## src/verilog/oam_defines.svh

```systemverilog
// Constants for the OR / copy / constant-load executor
// Summary of operation
// RULE1: OR-into-memory ORs accumulator with addressed location; nil-result bit follows result.
// RULE2: OR-into-memory with target bit clear writes accumulator, memory untouched.
// RULE3: OR-into-memory with target bit set writes result back to memory.
// RULE4: Copy-location reads addressed location and moves value unchanged.
// RULE5: Copy-location goes to accumulator when target bit 0, memory when 1.
// RULE6: Copy-location updates nil-result bit from moved value.
// RULE7: Constant-load puts 8-bit immediate in accumulator; status untouched; bits 9:8 ignored.
`ifndef OAM_DEFINES_SVH
`define OAM_DEFINES_SVH
`define OAM_OP_OR_MEM 6'h04
`define OAM_OP_COPY 6'h08
`define OAM_OP_CONST 4'hc
`define OAM_OPC_HI 13
`define OAM_OPC_LO 8
`define OAM_CONST_HI 13
`define OAM_CONST_LO 10
`define OAM_DEST_BIT 7
`define OAM_ADDR_HI 6
`define OAM_ADDR_LO 0
`define OAM_LIT_HI 7
`define OAM_LIT_LO 0
`define OAM_ZERO_BYTE 8'h00
`define OAM_ACC_RST 8'h00
`endif

```

## src/verilog/oam_pkg.sv

```systemverilog
// Types for the OR / copy / constant-load executor
package oam_pkg;
   typedef enum logic [1:0] {OAM_IDLE, OAM_EXEC} oam_state_e;
   typedef struct packed {
      logic valid;
      logic [13:0] word;
   } oam_instr_s;
   typedef struct packed {
      logic wr;
      logic [6:0] addr;
      logic [7:0] data;
   } oam_mem_wr_s;
endpackage
```

## src/verilog/oam_exec.sv

```systemverilog
// Executor for OR-into-memory, copy-location and constant-load
`timescale 1ns/1ps
`include "oam_defines.svh"
module oam_exec
(
   input wire logic sys_clk_i,
   input wire logic rst_b_i,
   input wire oam_pkg::oam_instr_s instr_i,
   input wire logic [7:0] mem_rdata_i,
   output logic [6:0] mem_raddr_o,
   output oam_pkg::oam_mem_wr_s mem_wr_o,
   output logic [7:0] acc_o,
   output logic zero_o,
   output logic zero_upd_o
);
   // Fields of the incoming word
   logic [5:0] opc;
   logic [3:0] const_opc;
   logic dest;
   logic [6:0] addr;
   logic [7:0] lit;
   // Decode strobes, all gated by valid
   logic is_or;
   logic is_copy;
   logic is_const;
   logic writes_status;
   logic writes_acc;
   logic writes_mem;
   // Shared result path
   logic [7:0] result;
   logic result_nil;
   // Accumulator group
   logic [7:0] acc;
   logic [7:0] next_acc;
   // Nil-result group
   logic zero;
   logic next_zero;
   // Update pulse group
   logic zero_upd;
   logic next_zero_upd;
   // Memory write-back groups
   logic wr_stb;
   logic next_wr_stb;
   logic [6:0] wr_addr;
   logic [6:0] next_wr_addr;
   logic [7:0] wr_data;
   logic [7:0] next_wr_data;

   always_comb
   begin
      opc = instr_i.word[`OAM_OPC_HI:`OAM_OPC_LO];
      const_opc = instr_i.word[`OAM_CONST_HI:`OAM_CONST_LO];
      dest = instr_i.word[`OAM_DEST_BIT];
      addr = instr_i.word[`OAM_ADDR_HI:`OAM_ADDR_LO];
      lit = instr_i.word[`OAM_LIT_HI:`OAM_LIT_LO];
   end

   // Read address is combinational so data returns in the same cycle;
   // the fetch stage must hold the word stable for the whole cycle
   assign mem_raddr_o = addr;

   always_comb
   begin
      is_or = 1'b0;
      is_copy = 1'b0;
      is_const = 1'b0;
      if (instr_i.valid)
      begin
         is_or = (opc == `OAM_OP_OR_MEM); // RULE1
         is_copy = (opc == `OAM_OP_COPY); // RULE4
         // Low two opcode bits are don't-care
         is_const = (const_opc == `OAM_OP_CONST); // RULE7
      end
   end

   // Both file-register instructions share routing; only the operand differs
   always_comb
   begin
      writes_status = is_or || is_copy;
      writes_acc = 1'b0;
      writes_mem = 1'b0;
      if (writes_status)
      begin
         if (dest)
         begin
            writes_mem = 1'b1; // RULE3 RULE5
         end
         else
         begin
            writes_acc = 1'b1; // RULE2 RULE5
         end
      end
   end

   // Accumulator comes from its register, so back-to-back ops chain
   always_comb
   begin
      if (is_or)
      begin
         result = acc | mem_rdata_i; // RULE1
      end
      else
      begin
         result = mem_rdata_i; // RULE4
      end
      result_nil = (result == `OAM_ZERO_BYTE); // RULE1 RULE6
   end

   always_comb
   begin
      next_acc = acc;
      if (writes_acc)
      begin
         next_acc = result; // RULE2 RULE5
      end
      else if (is_const)
      begin
         next_acc = lit; // RULE7
      end
   end

   always_ff @(posedge sys_clk_i or negedge rst_b_i)
   begin
      if (!rst_b_i)
      begin
         acc <= `OAM_ACC_RST;
      end
      else
      begin
         acc <= next_acc;
      end
   end

   // Constant-load leaves the nil-result bit alone
   always_comb
   begin
      if (writes_status)
      begin
         next_zero = result_nil; // RULE1 RULE6
      end
      else
      begin
         next_zero = zero;
      end
   end

   always_ff @(posedge sys_clk_i or negedge rst_b_i)
   begin
      if (!rst_b_i)
      begin
         zero <= 1'b0;
      end
      else
      begin
         zero <= next_zero;
      end
   end

   // Pulse tells the status register to take zero_o this cycle
   always_comb
   begin
      next_zero_upd = writes_status; // RULE1 RULE6
   end

   always_ff @(posedge sys_clk_i or negedge rst_b_i)
   begin
      if (!rst_b_i)
      begin
         zero_upd <= 1'b0;
      end
      else
      begin
         zero_upd <= next_zero_upd;
      end
   end

   // Strobe is a one-cycle pulse per write-back
   always_comb
   begin
      next_wr_stb = writes_mem; // RULE3 RULE5
   end

   always_ff @(posedge sys_clk_i or negedge rst_b_i)
   begin
      if (!rst_b_i)
      begin
         wr_stb <= 1'b0;
      end
      else
      begin
         wr_stb <= next_wr_stb;
      end
   end

   // Payload parked at zero between writes so the bus stays quiet
   always_comb
   begin
      next_wr_addr = '0;
      next_wr_data = '0;
      if (writes_mem)
      begin
         next_wr_addr = addr;
         next_wr_data = result; // RULE3 RULE5
      end
   end

   always_ff @(posedge sys_clk_i or negedge rst_b_i)
   begin
      if (!rst_b_i)
      begin
         wr_addr <= '0;
         wr_data <= '0;
      end
      else
      begin
         wr_addr <= next_wr_addr;
         wr_data <= next_wr_data;
      end
   end

   assign acc_o = acc;
   assign zero_o = zero;
   assign zero_upd_o = zero_upd;
   assign mem_wr_o = {wr_stb, wr_addr, wr_data};
endmodule

```

## config.mk

```make
export PLATFORM = sky130hd
export DESIGN_NAME = oam_exec
export DESIGN_NICKNAME = d
export VERILOG_FILES = /design/src/verilog/oam_pkg.sv /design/src/verilog/oam_exec.sv
export VERILOG_INCLUDE_DIRS = /design/src /design/src/verilog
export SDC_FILE = /design/constraint.sdc
export NUM_CORES = 1
export LEC_CHECK = 0
export ABC_AREA = 0
export ABC_CLOCK_PERIOD_IN_PS = 1400
export BUFFER_PORTS_ARGS = -buffer_cell sky130_fd_sc_hd__buf_2
export CAP_MARGIN = 20
export CORE_AREA = 2 2 55 57
export DETAILED_ROUTE_END_ITERATION = 8
export DIE_AREA = 0 0 57 59
export GPL_TIMING_DRIVEN = 0
export PLACE_DENSITY = 0.8
export SYNTH_ARGS = -nofsm -noshare
export SYNTH_HDL_FRONTEND = slang
export SYNTH_SLANG_ARGS = --single-unit
```

## constraint.sdc

```tcl
create_clock -name sys_clk_i -period 1.4 [get_ports sys_clk_i]
set_input_delay 0.07 -clock sys_clk_i [delete_from_list [all_inputs] [get_ports sys_clk_i]]
set_output_delay 0.07 -clock sys_clk_i [all_outputs]
set_load 0.05 [all_outputs]
```

==> run summary <==
Status -> completed
Initial DRC Count -> 16
RSZ-0062 raised after global routing -> false
Final setup fails -> 0
First-pass GRT wire length -> 4500 um
Clock-pin slew on the worst setup and hold paths -> 0.13 ns
Vias per inst -> 5.26
Setup Skew -> 0.00632 ns
Syn_nets -> 123
Die height -> 59 um
Final hold violation count -> 0
Pre-CTS WS -> -0.390 ns
Hold Path Class -> in -> reg
Hold slack -> 0.0138 ns
Die X -> 57 um
Routed Antenna Nets -> 0
IO buf count -> 57
Dpl hpwl -> 2180 um
Worst setup SP type -> input pin
Cell Rows -> 19
Vias in the first global route -> 984
Area growth syn-to-layout -> 40.0%
Kind of critical path -> in -> reg
Initial Utilization -> 43.2%
Pwr Density -> 1040 nW/um2
Die area -> 3360 um2
Sequential share of the synthesized area -> 55.6%
Fmax -> 764 MHz
Max-cap violations -> 0
Leakage power -> 0.882 nW
Max VDD drop -> 0.705 mV
Ys Warns -> 0
Pre-antenna DRT Iters -> 5
Post-Syn Area -> 1170 um2
Least-Margin Pin Slew -> 0.691 ns
Cell count after synthesis -> 98
IO Count -> 58
Share of the synthesized area in the top cell type -> 55.6%
Initial antenna violation count -> 0
Core ar. -> 2710 um2
Crit path required time -> 1.66 ns
Crit. End Element -> register
CTS buffer count -> 3
Slew Limit Fails -> 0
Final wirelength -> 2910 um
Slew Limit Headroom -> 53.7%
Clock Latency Late Sink -> 0.31 ns
H-tree levels -> 1
GPL Wtd Cong -> 0.812
Antenna fix cells -> 0
Register Area -> 651 um2
Yosys reg bits -> 26
Distinct cells, synth -> 28
Largest net degree at the start of global routing -> 27
Syn Area/Cell -> 12.0 um2
CTS Sinks -> 26
Vias -> 1046
Fill cell count -> 236
Nets -> 195
Total GRT Usage -> 17.3%
CP Max Fanout -> 3
Grt total ovfl -> 0
DR WL/cell -> 14.6 um
Post-synth top area cell -> dfrtp_1
Final worst setup slack -> 0.0914 ns
DRC viols -> 0
Clock root cell -> clkbuf_4
Area of the multi-input gates -> 468 um2
Longest Clk Path Bufs -> 2
Fin crit period -> 1.31 ns
Synth area leaders -> dfrtp_1, and2_1, a221o_1, buf_4, a21oi_1
CP arrival -> 1.57 ns
CTS tree -> done
Tcrit/Tclk final -> 93.5%
Share of layout cells above drive strength 1 -> 48.8%
per-layer routing:
metal | vias to the layer above | part of all wire [%] | GRT usage, %
met4 | 0 | 0.93 | 5.98
met5 | - | 0 | 0
met1 | 504 | 42 | 21.8
met3 | 2 | 6.7 | 2.40
met2 | 50 | 50 | 30.7
li1 | 490 | - | -
metrics by stage:
stage | setup TNS, ns | utilization, % | std cells | instance area (um2) | power (mW)
after global routing | 0 | 60.5 | 199 | 1640 | 1.78
after detailed placement | -6.74 | 55.5 | 186 | 1500 | 1.40
after global placement | -5.85 | 55.5 | 186 | 1500 | 1.38
final | 0 | 60.5 | 199 | 1640 | 1.70
after floorplan | -0.0600 | - | 98 | 1180 | 1.22
after CTS | 0 | 59.3 | 197 | 1610 | 1.71
kinds of logic (layout without fill, tap and decap cells):
group,count (synthesis),in the layout,synth area share (%)
buffers and inverters,11,81,6.73
AO/OA/AOI/OAI,21,21,13.8
flip-flops,26,26,55.6
XOR/XNOR,1,1,0.748
AND/OR/NAND/NOR,39,39,23.2
layout make-up:
cell class,count,area share [%]
timing repair buffer,67,23.2
clock buffer,3,1.37
multi-input combinational,61,28.5
sequential,26,39.7
tap,31,2.37
buffer,9,4.35
inverter,2,0.458
cell usage in the layout (no fill, tap or decap), types with 2 or more instances in the layout:
master,count
a21oi_1,8
a221o_1,7
and2_1,14
buf_2,57
buf_4,10
clkbuf_4,3
dfrtp_1,26
dlygate4sd3_1,8
nand3_1,2
nor2_1,8
nor3_1,2
nor4_2,2
timing repair:
action | CTS | global route
hold buffers | 6 | 2
buffers inserted | 2 | 0
pin swaps | 1 | 1
hold endpoints to repair | 31 | 2
endpoints found under the setup margin | 8 | 1
gates resized for setup | 1 | 2
worst max-delay path, stage by stage:
cell and delay [ns]:
dlygate4sd3_1 0.55, buf_2 0.15, nor4_2 0.27, o211ai_1 0.18, nor3_1 0.20, o211a_1 0.16
sequential cells by signal, summed over array words and instances (netlist names):
| signal | flops |
|---|---|
| wr_data | 8 |
| zero_upd_o | 1 |
| wr_stb | 1 |
| zero_o | 1 |
| acc_o | 8 |
| wr_addr | 7 |
cell usage after synthesis:
library cell,n
buf_6,1
a22o_1,1
buf_4,8
a21o_1,1
and2_1,14
o211a_1,1
nor3b_1,1
inv_2,1
a221o_1,7
nor2_1,8
dfrtp_1,26
o211ai_1,1
a21oi_1,8
nand3_1,2
nor4b_4,1
nor2b_1,1
nor4_4,1
nor3_4,1
or4b_4,1
xnor2_1,1
nor3_1,3
nor4_1,3
a31oi_2,1
nand2_1,1
inv_1,1
o21ai_1,1
nor2_4,1
nand2_2,1
power breakdown:
part / leakage, nW / switching, mW / internal [mW]
combinational: 0.516 / 0.369 / 0.164
clock: 0.0138 / 0.199 / 0.101
sequential: 0.352 / 0.0618 / 0.807
path summary, 6_finish.rpt:
check                      slack [ns]           start  depth (start not counted)          to
max                              0.09  mem_rdata_i[1]                          6      zero_o
min                              0.01      instr_i[0]                          2  wr_addr[0]
max reg2reg                      0.23        acc_o[7]                          4      zero_o
min reg2reg                      0.55          zero_o                          1      zero_o
max in group asynchronous        0.77         rst_b_i                          2  wr_data[2]
min in group asynchronous        0.26         rst_b_i                          2  wr_data[6]
(Power assumes the default switching activity.)
